File: config.mk
export PLATFORM = sky130hd
export DESIGN_NAME = blj_top
export DESIGN_NICKNAME = d
export VERILOG_FILES = /design/src/logic/blj_pkg.sv /design/src/logic/blj_top.sv
export SDC_FILE = /design/constraint.sdc
export NUM_CORES = 1
export LEC_CHECK = 0
export ABC_AREA = 1
export BUFFER_PORTS_ARGS = -buffer_cell sky130_fd_sc_hd__buf_2
export CAP_MARGIN = 25
export CORE_MARGIN = 4
export CORE_UTILIZATION = 35
export CTS_CLUSTER_SIZE = 30
export DETAILED_ROUTE_END_ITERATION = 8
export PLACE_DENSITY = 0.78
export SYNTH_ARGS = -nofsm -noshare
export SYNTH_HDL_FRONTEND = slang
export SYNTH_HIERARCHICAL = 1
export SYNTH_SLANG_ARGS = --single-unit
export TNS_END_PERCENT = 20
File: constraint.sdc
create_clock -name clk -period 1.18 [get_ports clk]
set_input_delay 0 -clock clk [delete_from_list [all_inputs] [get_ports clk]]
set_output_delay 0 -clock clk [all_outputs]
set_load 0.01 [all_outputs]
File: src/logic/blj_pkg.sv
/*
  Package for the board LED and jumper status block: register byte
  addresses, field positions and reset values.
  Assumes a 32-bit classic Wishbone bus with byte addresses.
*/
package blj_pkg;

  localparam logic [31:0] ADDR_JUMPER_STATUS_MAIN = 32'h1080_0000;
  localparam logic [31:0] ADDR_JUMPER_STATUS_AUX = 32'h2280_0000;
  localparam logic [31:0] ADDR_LED_CONTROL = 32'h8084_0020;
  // Own choice: board setting readback, not printed elsewhere
  localparam logic [31:0] ADDR_BOARD_SETTINGS = 32'h8084_0024;

  localparam int LED_GREEN_BIT = 0;
  localparam int LED_RED_BIT = 1;
  localparam int MAIN_CONSOLE_EN_BIT = 0;
  localparam int MAIN_FLASH_WE_BIT = 1;
  localparam int MAIN_CONSOLE_SWAP_BIT = 3;
  localparam int MAIN_USER_A_BIT = 4;
  localparam int AUX_USER_B_BIT = 0;

  localparam logic [1:0] LED_RESET = 2'h3;
  localparam logic [31:0] RDATA_UNMAPPED = 32'h0000_0000;

  // Console routing encodings
  localparam logic [1:0] CONSOLE_OFF = 2'h0;
  localparam logic [1:0] CONSOLE_FIRST = 2'h1;
  localparam logic [1:0] CONSOLE_SECOND = 2'h2;

  typedef struct packed {
    logic boot_recovery_jumper;
    logic console_enable_jumper;
    logic flash_write_enable_jumper;
    logic console_swap_jumper;
    logic user_jumper_a;
    logic user_jumper_b;
  } blj_jumpers_t;

  typedef struct packed {
    logic boot_from_serial;
    logic [1:0] console_route;
    logic flash_write_enable;
  } blj_settings_t;

endpackage

File: src/logic/blj_top.sv
/*
  Board LED control and jumper status register bank, a classic
  Wishbone slave, plus jumper driven board settings.
  Assumes jumper inputs are synchronous, high meaning fitted, and that
  the push-button reset is merged into arst_n by the board reset logic.
*/
// Design decision made here: the Wishbone register port.
// Contract
// - Both LEDs light from power-up until software writes them
// - LED location: bit 1 red, bit 0 green
// - Writing one lights an LED, zero turns it off
// - Four jumpers readable in one read-only status location
// - Active-high bits: console enable, flash write, second user jumper
// - Active-low bits: console swap bit 3, first user jumper bit 4
// - Boot recovery jumper selects boot over the first serial port
// - Console to first port, swap moves it to second, needs enable
// - Flash writable only while write-enable jumper fitted
// - Push-button reset returns all logic to power-on state
`timescale 1ns/1ps
module blj_top (
  input wire logic clk,
  input wire logic arst_n,
  input wire logic wb_cyc_i,
  input wire logic wb_stb_i,
  input wire logic wb_we_i,
  input wire logic [31:0] wb_adr_i,
  input wire logic [31:0] wb_dat_i,
  input wire logic [3:0] wb_sel_i,
  output logic [31:0] wb_dat_o,
  output logic wb_ack_o,
  input wire blj_pkg::blj_jumpers_t jumpers,
  output logic led_red,
  output logic led_green,
  output blj_pkg::blj_settings_t settings
);
  import blj_pkg::*;

  ////////////////////////////////////////////////////////////////////////
  // Helpers

  // Status locations are one byte wide; upper lanes read zero
  function automatic logic [31:0] widen_byte(
    input logic [7:0] value
  );
    return {24'h00_0000, value};
  endfunction

  ////////////////////////////////////////////////////////////////////////
  // Declarations

  logic [1:0] led_q;
  logic ack_q;
  logic rd_req;
  logic led_wr;
  logic hit_main;
  logic hit_aux;
  logic hit_led;
  logic hit_set;
  logic [31:0] rdata_q;
  logic [31:0] rdata_d;
  blj_settings_t settings_q;
  blj_settings_t settings_d;
  logic [7:0] main_status;
  logic [7:0] aux_status;

  ////////////////////////////////////////////////////////////////////////
  // Sub-blocks

  blj_wb_front u_bus (
    .clk(clk),
    .arst_n(arst_n),
    .wb_cyc_i(wb_cyc_i),
    .wb_stb_i(wb_stb_i),
    .wb_we_i(wb_we_i),
    .wb_adr_i(wb_adr_i),
    .wb_sel_i(wb_sel_i),
    .ack_q(ack_q),
    .rd_req(rd_req),
    .led_wr(led_wr),
    .hit_main(hit_main),
    .hit_aux(hit_aux),
    .hit_led(hit_led),
    .hit_set(hit_set)
  );

  blj_status_pack u_status (
    .jumpers(jumpers),
    .main_status(main_status),
    .aux_status(aux_status)
  );

  blj_settings_map u_settings (
    .jumpers(jumpers),
    .settings_d(settings_d)
  );

  blj_led_bank u_leds (
    .clk(clk),
    .arst_n(arst_n),
    .led_wr(led_wr),
    .wr_data(wb_dat_i),
    .led_q(led_q),
    .led_red(led_red),
    .led_green(led_green)
  );

  ////////////////////////////////////////////////////////////////////////
  // Read data

  always_comb begin
    rdata_d = RDATA_UNMAPPED;
    if (rd_req) begin
      if (hit_main) begin
        rdata_d = widen_byte(main_status);
      end else if (hit_aux) begin
        rdata_d = widen_byte(aux_status);
      end else if (hit_led) begin
        rdata_d = {30'h0000_0000, led_q};
      end else if (hit_set) begin
        rdata_d = {28'h000_0000, settings_q};
      end
    end
  end

  ////////////////////////////////////////////////////////////////////////
  // Registers; arst_n carries power-on and push-button reset alike

  always_ff @(posedge clk or negedge arst_n) begin
    if (!arst_n) begin
      rdata_q <= 32'h0000_0000;
    end else begin
      rdata_q <= rdata_d;
    end
  end

  // Settings lag the jumpers one cycle; harmless for static straps
  always_ff @(posedge clk or negedge arst_n) begin
    if (!arst_n) begin
      settings_q <= '0;
    end else begin
      settings_q <= settings_d;
    end
  end

  ////////////////////////////////////////////////////////////////////////
  // Outputs

  assign wb_ack_o = ack_q;
  assign wb_dat_o = rdata_q;
  assign settings = settings_q;

endmodule // blj_top

////////////////////////////////////////////////////////////////////////
// Wishbone front end: take, decode, acknowledge

module blj_wb_front (
  input wire logic clk,
  input wire logic arst_n,
  input wire logic wb_cyc_i,
  input wire logic wb_stb_i,
  input wire logic wb_we_i,
  input wire logic [31:0] wb_adr_i,
  input wire logic [3:0] wb_sel_i,
  output logic ack_q,
  output logic rd_req,
  output logic led_wr,
  output logic hit_main,
  output logic hit_aux,
  output logic hit_led,
  output logic hit_set
);
  import blj_pkg::*;

  // Full compare on purpose: a partial decode would alias
  // the LED location into the jumper space
  function automatic logic addr_match(
    input logic [31:0] adr,
    input logic [31:0] base
  );
    return adr == base;
  endfunction

  logic req;
  logic wr_req;
  logic led_lane;
  logic ack_d;

  // Ack high blocks a second take of a strobe the master
  // has not yet released
  assign req = wb_cyc_i && wb_stb_i && !ack_q;
  assign rd_req = req && !wb_we_i;
  assign wr_req = req && wb_we_i;

  assign hit_main = addr_match(wb_adr_i, ADDR_JUMPER_STATUS_MAIN);
  assign hit_aux = addr_match(wb_adr_i, ADDR_JUMPER_STATUS_AUX);
  assign hit_led = addr_match(wb_adr_i, ADDR_LED_CONTROL);
  assign hit_set = addr_match(wb_adr_i, ADDR_BOARD_SETTINGS);

  // Only byte lane 0 holds LED bits; jumper locations take no write
  assign led_lane = wb_sel_i[0];
  assign led_wr = wr_req && hit_led && led_lane;

  // Unmapped addresses still ack, read zero, so software never hangs
  assign ack_d = req;

  always_ff @(posedge clk or negedge arst_n) begin
    if (!arst_n) begin
      ack_q <= 1'b0;
    end else begin
      ack_q <= ack_d;
    end
  end

endmodule // blj_wb_front

////////////////////////////////////////////////////////////////////////
// Jumper status bytes as software reads them

module blj_status_pack (
  input wire blj_pkg::blj_jumpers_t jumpers,
  output logic [7:0] main_status,
  output logic [7:0] aux_status
);
  import blj_pkg::*;

  logic [7:0] fitted_high;
  logic [7:0] fitted_low;

  // Active-high bits copy the jumper straight through
  always_comb begin
    fitted_high = 8'h00;
    fitted_high[MAIN_CONSOLE_EN_BIT] =
      jumpers.console_enable_jumper;
    fitted_high[MAIN_FLASH_WE_BIT] =
      jumpers.flash_write_enable_jumper;
  end

  // Active-low bits read zero with the jumper in place
  always_comb begin
    fitted_low = 8'h00;
    fitted_low[MAIN_CONSOLE_SWAP_BIT] =
      !jumpers.console_swap_jumper;
    fitted_low[MAIN_USER_A_BIT] =
      !jumpers.user_jumper_a;
  end

  // Four jumpers share one byte; unused bits read zero
  assign main_status = fitted_high | fitted_low;

  always_comb begin
    aux_status = 8'h00;
    aux_status[AUX_USER_B_BIT] = jumpers.user_jumper_b;
  end

endmodule // blj_status_pack

////////////////////////////////////////////////////////////////////////
// Board settings driven by the straps

module blj_settings_map (
  input wire blj_pkg::blj_jumpers_t jumpers,
  output blj_pkg::blj_settings_t settings_d
);
  import blj_pkg::*;

  // Swap alone routes nowhere: enable is the master switch
  function automatic logic [1:0] route_of(
    input logic enable_fitted,
    input logic swap_fitted
  );
    logic [1:0] route;
    route = CONSOLE_OFF;
    if (enable_fitted) begin
      if (swap_fitted) begin
        route = CONSOLE_SECOND;
      end else begin
        route = CONSOLE_FIRST;
      end
    end
    return route;
  endfunction

  logic boot_serial;
  logic [1:0] console_route;
  logic flash_writable;

  // Recovery boot pulls the image over the first serial port
  assign boot_serial = jumpers.boot_recovery_jumper;

  assign console_route = route_of(
    jumpers.console_enable_jumper,
    jumpers.console_swap_jumper
  );

  // No jumper, no flash writes: protection is the safe default
  assign flash_writable = jumpers.flash_write_enable_jumper;

  always_comb begin
    settings_d = '0;
    settings_d.boot_from_serial = boot_serial;
    settings_d.console_route = console_route;
    settings_d.flash_write_enable = flash_writable;
  end

endmodule // blj_settings_map

////////////////////////////////////////////////////////////////////////
// User LEDs: control register and pin flops

module blj_led_bank (
  input wire logic clk,
  input wire logic arst_n,
  input wire logic led_wr,
  input wire logic [31:0] wr_data,
  output logic [1:0] led_q,
  output logic led_red,
  output logic led_green
);
  import blj_pkg::*;

  logic [1:0] led_d;
  logic [1:0] led_pin_q;

  always_comb begin
    led_d = led_q;
    if (led_wr) begin
      led_d[LED_RED_BIT] = wr_data[LED_RED_BIT];
      led_d[LED_GREEN_BIT] = wr_data[LED_GREEN_BIT];
    end
  end

  // Lit from reset on, so the board shows life before code runs
  always_ff @(posedge clk or negedge arst_n) begin
    if (!arst_n) begin
      led_q <= LED_RESET;
    end else begin
      led_q <= led_d;
    end
  end

  // One extra flop keeps the pins glitch free; costs a cycle
  for (genvar i = 0; i < 2; i++) begin : g_pin
    always_ff @(posedge clk or negedge arst_n) begin
      if (!arst_n) begin
        led_pin_q[i] <= LED_RESET[i];
      end else begin
        led_pin_q[i] <= led_q[i];
      end
    end
  end

  assign led_red = led_pin_q[LED_RED_BIT];
  assign led_green = led_pin_q[LED_GREEN_BIT];

endmodule // blj_led_bank

## After elaboration in Yosys (flattened, before gate mapping)

Cells that the tools add are included.

| word-level totals | value |
|---|---|
| input bits | 79 |
| bits in registers | 41 |
| output and inout port bits | 39 |

| operators by class | value |
|---|---|
| reduce and logical (&&, ||, !) cells | 10 |
| bitwise logic cells | 1 |
| muxes and demuxes | 7 |
| eq/ne operators | 4 |

Operators by type and width:

| operator | number |
|---|---|
| $eq A32 B32 Y1 const B | 2 |
| $eq A32 B29 Y1 const B | 1 |
| $eq A32 B30 Y1 const B | 1 |
| $mux W32 | 1 |
| $mux W4 | 3 |
| $mux W8 | 1 |
| $logic_and A1 B1 Y1 | 6 |
| $or A2 B5 Y5 | 1 |
| $logic_not A1 Y1 | 4 |
| $mux W2 | 2 |

## Depth between registers and ports, before layout

Gate-level depths: netlist of the first run.

| logic depth | value |
|---|---|
| word-level depth | 6 |
| depth in mapped cells | 11 |
| depth with buffers taken out | 11 |

## Hierarchy

Netlist of the first run, hierarchy kept.

By module, submodules not included:

| module | cells each | area each (um^2) | seq. area each (um^2) | times used |
|---|---|---|---|---|
| blj_top | 83 | 711.9 | 300.3 | 1 |
| blj_wb_front | 84 | 364.1 | 25.0 | 1 |
| blj_led_bank | 11 | 131.4 | 105.1 | 1 |
| blj_status_pack | 17 | 116.4 | 0.0 | 1 |
| blj_settings_map | 6 | 32.5 | 0.0 | 1 |

## Worst setup path before layout of the first run

OpenSTA, ideal clock, no wires.

| timing path | value |
|---|---|
| kind | reg-to-reg |
| start point | register u_bus.ack_q |
| end point | register rdata_q[0] (netlist: wb_dat_o[0]) |
| setup slack | 16 ps |
| setup time | 71 ps |
| cell stages (with the launch flop) | 6 |
| data arrival time | 1092 ps |
| path through | dfrtp_1 nor4_1 inv_2 nor2_1 o21ai_1 nor2_1 |

| on the way | value |
|---|---|
| cells in the longest elaborated chain, start to end | 4 |

RTL lines:

| what | RTL line | source |
|---|---|---|
| start: declaration | blj_top.sv:165 | `output logic ack_q,` |
| start signal: assignment | blj_top.sv:211 | `ack_q <= ack_d;` |
| $logic_not A1 Y1 | blj_top.sv:191 | `assign req = wb_cyc_i && wb_stb_i && !ack_q;` |
| $logic_and A1 B1 Y1 | blj_top.sv:191 |  |
| $logic_and A1 B1 Y1 | blj_top.sv:192 | `assign rd_req = req && !wb_we_i;` |
| via rd_req | blj_top.sv:53 | `logic rd_req;` |
| $mux W32 | blj_top.sv:112 | `if (rd_req) begin` |
| via rdata_d[0] | blj_top.sv:60 | `logic [31:0] rdata_d;` |
| end signal: assignment | blj_top.sv:132 | `rdata_q <= rdata_d;` |
| end: declaration | blj_top.sv:59 | `logic [31:0] rdata_q;` |

The timed path passes the listed nets, and every way through them passes these cells.
A chain may end at the register's enable or synchronous reset.

## Final worst setup path of the first run

Same ends and word-level chain as after synthesis.

==> qor.yml, run 1 <==
floorplan:
  die_w_um: 70.3
  start_util_pct: 36.5
  rows: 22
  io_pins: 118
  core-area_um2: 3720
  die_h_um: 70.3
  dieArea_um2: 4940
place:
  portBuffers: 60
  globalplace.congestion: 0.788
  postPlaceCellArea_um2: 1600
  dp_hpwl_um: 2350
cells_and_area:
  num-nets-final: 354
  regArea_um2: 430
  fin_area_um2: 1760
  drive_above_1_share_pct: 33.6
  fill_cells: 390
  final_util_pct: 47.2
  antenna_cells: 0
  multi_input_area_um2: 603
  syn_to_final_growth_pct: 29.4
pwr:
  p_per_area_nw_per_um2: 709
  p_leak_nw: 1.02
  peakVddDrop_v: 0.000277
worst_setup_path:
  critical_path.endpoint: "wb_dat_o[0]"
  crit_chain: "nor4_2, buf_4, inv_4, nor2_1, o21ai_1, nor2_1"
  crit_type: "reg -> reg"
  cp_slowest_stage_delay_ps: 400
  cp.arrival_ps: 1350
  crit_family: "simple AND/OR/NAND/NOR gates"
  crit_top_cell: "nor2_1"
  r2r-end: "wb_dat_o[0]"
  regToRegSetupSlack_ps: 6
  worst_ep_required_time_ps: 1360
  r2r_cells: 6
  path_buf_inv: 2
  cp-start-kind: "register"
  cp.depth: 6
  cp_max_fo: 5
  timing.rr.start: "u_bus/ack_q"
  cp-end-kind: "register"
  cp-startpoint: "u_bus/ack_q"
  worst_path_max_delay_cell: "dfrtp_1"
logic_synthesis:
  yosysMostFrequentCell: "nand2_1"
  synth_common_cells: "46 x nand2_1, 40 x buf_4, 36 x inv_1"
  synth-edff-count: 0
  synth_area_per_cell_um2: 6.75
  synth_top_area_share_pct: 24.0
  synthFlopType: "dfrtp_1"
  yosys_warnings: 6
  yosys_register_bits: 17
  synth.cell_area_um2: 1360
  synth_cell_types: 21
  ys_seq_area_share_pct: 31.7
  synth_cells: 201
  synth_top_cell_by_area: "dfrtp_1"
  async_flop_share_pct: 100
  synthTopCellsByArea: "dfrtp_1 24%, buf_4 22%, nand2_1 13%, inv_1 10%, dfstp_2 7.7%"
routing:
  drc_errors: 0
  avgRoutedWirePerCell_um: 8.36
  drtIter0Drc: 51
  routed_wl_um: 2690
  ant_nets: 0
  vias: 1221
  via_per_inst: 3.79
  dr.pass1.iters: 4
timing:
  setup_viol: 0
  tns_ps: 0
  period_share_pct: 99.5
  slew_viol_final: 0
  rsz0062_at_grt: "yes"
  clock_skew_ps: 1.52
  hold_violations: 0
  min_period_ps: 1170
  max_freq_ghz: 0.852
clocking:
  cts_root_buf: "clkbuf_8"
  clock-sinks: 17
  max-clock-path-buffers: 2
  clkTransAtPathRegs_ps: 60
  cts_buffers: 3
  cts_max_level: 1
  cts_tree: "built"
  clock_latency_ps: 250
flow_run:
  cap_violations: 0
global_routing:
  antenna_found_initial: 0
  grt_first_pass_wirelength_um: 4440
  track_usage_pct: 11.0
  grt_pass1_vias: 1147
  grt_max_degree: 18
  grt.overflow.total: 0
outcome:
  status: "completed"
min_path:
  hold_class: "in -> reg"
## power by group
part	switching, mW	internal, mW
clock network	0.173	0.239
registers	0.00537	0.593
logic	0.130	0.104
total	0.308	0.936
## worst min-delay path: stages
cell	delay, ps
buf_2	70
o21ai_1	60
nor2_1	90
## repair_timing
item	CTS	global route
pin swaps	1	3
setup buffers	0	0
gates resized for setup	0	5
endpoints found under the hold margin	24	0
hold buffers	9	0
setup endpoints to repair	2	7
## registers in the layout (all words and copies together) (netlist names)
| name | count |
|---|---|
| u_leds/led_q | 2 |
| settings | 4 |
| u_bus/ack_q | 1 |
| wb_dat_o | 8 |
| u_leds/led_green | 1 |
| u_leds/led_red | 1 |
## stage by stage
| stage | worst slack, ps | hold WS (ps) | power [mW] | cells |
|---|---|---|---|---|
| 2_1_floorplan | 16.3 | -296 | 0.801 | 234 |
| 3_3_place_gp | -68.6 | -69.3 | 0.811 | 309 |
| 3_5_place_dp | -111 | -70.2 | 0.815 | 309 |
| 4_1_cts | 10.2 | 0.971 | 1.25 | 322 |
| 5_1_grt | -139 | 31.8 | 1.31 | 322 |
| 6_report | 5.73 | 18.5 | 1.24 | 322 |
## final cells by class
type | count | area share [%]
clock buffer | 4 | 2.57
inverter | 39 | 8.77
multi-input combinational | 137 | 34.4
sequential | 17 | 24.5
tap | 48 | 3.42
timing repair buffer | 77 | 26.4
## cell families (layout without fill, tap and decap cells)
family	after synthesis	count (layout)	synth area share, %
compound gates	10	10	4.80
buf+inv	80	120	34.1
flops	17	17	31.7
other cells	2	35	0.554
simple gates	92	92	28.8
## layer usage
layer | GRT usage (%) | part of all wire, % | up-vias
met5 | 0 | 0 | -
met2 | 20.9 | 53 | 52
li1 | - | - | 661
met4 | 5.11 | 2.0 | 0
met3 | 1.44 | 8.3 | 5
met1 | 11.7 | 37 | 503
## worst min-delay path by stage
stage	startpoint	end	slack, ps	cells past startpoint
floorplan	arst_n	settings[0]	-300	0
global placement	arst_n	wb_dat_o[3]	-70	1
detailed placement	arst_n	settings[3]	-70	1
CTS	wb_stb_i	u_bus/ack_q	1	3
global route	jumpers[1]	wb_dat_o[4]	30	4
finish	jumpers[0]	wb_dat_o[0]	20	3
## cell usage in the layout (no fill, tap or decap), drive strengths merged
cell / Yosys / layout
buf: 41 / 68
o21ai: 2 / 2
nor3: 4 / 4
nand4: 2 / 2
a21oi: 8 / 8
and2: 1 / 1
nand3: 8 / 8
dfstp: 4 / 4
dfrtp: 13 / 13
inv: 39 / 39
conb: 2 / 35
dlygate4sd3: 0 / 9
nand2: 47 / 47
nor4: 1 / 1
clkbuf: 0 / 4
nor2: 29 / 29
No activity file was read; power rests on OpenSTA's default activity.
==> run 2: changes to the inputs <==
- PLACE_DENSITY: 0.78 -> 0.85
==> qor.yml, run 2 (synthesis results as in run 1) <==
cells_and_area:
  drive_above_1_share_pct: 34.4
  fin_area_um2: 1780
  syn_to_final_growth_pct: 31.1
  num-nets-final: 356
  final_cell_mix: "60 x buf_2, 46 x nand2_1, 35 x inv_1, 35 x conb_1, 22 x nor2_1"
  final_common_cell: "buf_2"
  fill_cells: 387
  antenna_cells: 0
  final_util_pct: 47.8
  largest_reg_flops: 8
global_routing:
  track_usage_pct: 11.5
  antenna_found_initial: 0
  grt_pass1_vias: 1218
  grt_first_pass_wirelength_um: 4710
  grt.overflow.total: 0
  grt_max_degree: 18
pwr:
  peakVddDrop_v: 0.000325
  p_per_area_nw_per_um2: 715
  p_leak_nw: 1.03
  p_sw_mw: 0.337
  p_int_mw: 0.935
  combPwrFrac_pct: 18.8
  switching_share_pct: 26.5
  power_frac_seq_pct: 47.0
  clkPwrFrac_pct: 34.1
routing:
  avgRoutedWirePerCell_um: 8.58
  drtIter0Drc: 61
  ant_nets: 0
  dr.pass1.iters: 2
  vias: 1246
  via_per_inst: 3.85
  drc_errors: 0
  routed_wl_um: 2780
worst_setup_path:
  cp-startpoint: "u_bus/ack_q"
  cp-start-kind: "register"
  timing.rr.start: "u_bus/ack_q"
  crit_type: "reg -> reg"
  cp_max_fo: 5
  worst_ep_required_time_ps: 1370
  cp.arrival_ps: 1350
  cp-end-kind: "register"
timing:
  hold_violations: 0
  setup_viol: 0
  clock_skew_ps: 1.86
  max_freq_ghz: 0.858
  whs_ps: 8.78
  period_share_pct: 98.8
  slew_viol_final: 0
  min_period_ps: 1170
  rsz0062_at_grt: "yes"
outcome:
  status: "completed"
min_path:
  min-delay-start: "jumpers[1]"
  hold_class: "in -> reg"
clocking:
  clock-sinks: 17
  cts_tree: "built"
  clkTransAtPathRegs_ps: 70
  cts_buffers: 3
  cts_max_level: 1
  cts_root_buf: "clkbuf_8"
  clock_latency_ps: 250
  max-clock-path-buffers: 2
floorplan:
  rows: 22
  start_util_pct: 36.5
  dieArea_um2: 4940
  die_h_um: 70.3
  die_w_um: 70.3
  core-area_um2: 3720
  io_pins: 118
place:
  dp_hpwl_um: 2440
  globalplace.congestion: 0.781
  portBuffers: 60
  postPlaceCellArea_um2: 1610
flow_run:
  cap_violations: 0
run 2: cell types whose count changed in the layout (fill, tap and decap cells not counted):
cell / change
clkinv_2: +1
clkbuf_1: -1
inv_1: -1
inv_2: +1
buf_6: +1
dlygate4sd3_1: +1
run 2: worst max-delay path, cell delays in order (launching register included):
cell and delay (ps):
dfrtp_1 410, nor4_2 260, buf_4 160, inv_4 40
nor2_1 90, o21ai_1 60, nor2_1 80
run 2: stage by stage:
stage | total power, mW | TNS (ps) | worst slack (ps) | cells
6_report | 1.27 | 0 | 14.3 | 324
5_1_grt | 1.34 | -370 | -111 | 324
4_1_cts | 1.28 | 0 | 3.13 | 324
3_5_place_dp | 0.816 | -396 | -112 | 310
3_3_place_gp | 0.810 | -209 | -65.5 | 310
2_1_floorplan | 0.801 | 0 | 16.3 | 234
run 2: worst paths after layout:
check / endpoint / slack [ps] / cells after the start
max reg2reg: wb_dat_o[0] / 10 / 6
min: wb_dat_o[4] / 9 / 4
min in group asynchronous: wb_dat_o[3] / 180 / 2
max: wb_dat_o[0] / 10 / 6
min reg2reg: u_leds/led_red / 380 / 0
max in group asynchronous: u_leds/led_q[1] / 690 / 2
run 2: power by group through the flow:
| stage | combinational (mW) | clock, mW | sequential [mW] |
|---|---|---|---|
| after CTS | 0.236 | 0.446 | 0.598 |
| after detailed placement | 0.209 | 0 | 0.608 |
| after global placement | 0.202 | 0 | 0.608 |
| after floorplan | 0.189 | 0 | 0.612 |
| final | 0.240 | 0.434 | 0.598 |
| after global routing | 0.274 | 0.465 | 0.599 |
run 2: what timing repair did:
item / 4_1_cts / 5_1_grt
gates resized for setup: 1 / 6
hold buffers: 10 / 0
pin swaps: 2 / 1
buffers inserted: 0 / 0
endpoints found under the setup margin: 3 / 7
endpoints found under the hold margin: 25 / 0
run 2: final cells by class:
class	count	area [um2]	share of cell area [%]
flip-flops and latches	17	430	24.2
repair buffers	79	484	27.2
well taps	48	60.1	3.38
clock inverters	1	5.00	0.281
inverters	39	154	8.66
clock buffers	3	41.3	2.32
multi-input cells	137	603	33.9
run 2: layer usage:
layer	up-vias	part of all wire, %	global-route usage (%)
met5	-	0	0
met4	0	1.8	6.60
met3	5	7.1	1.44
met2	48	54	21.8
met1	530	37	11.8
li1	663	-	-
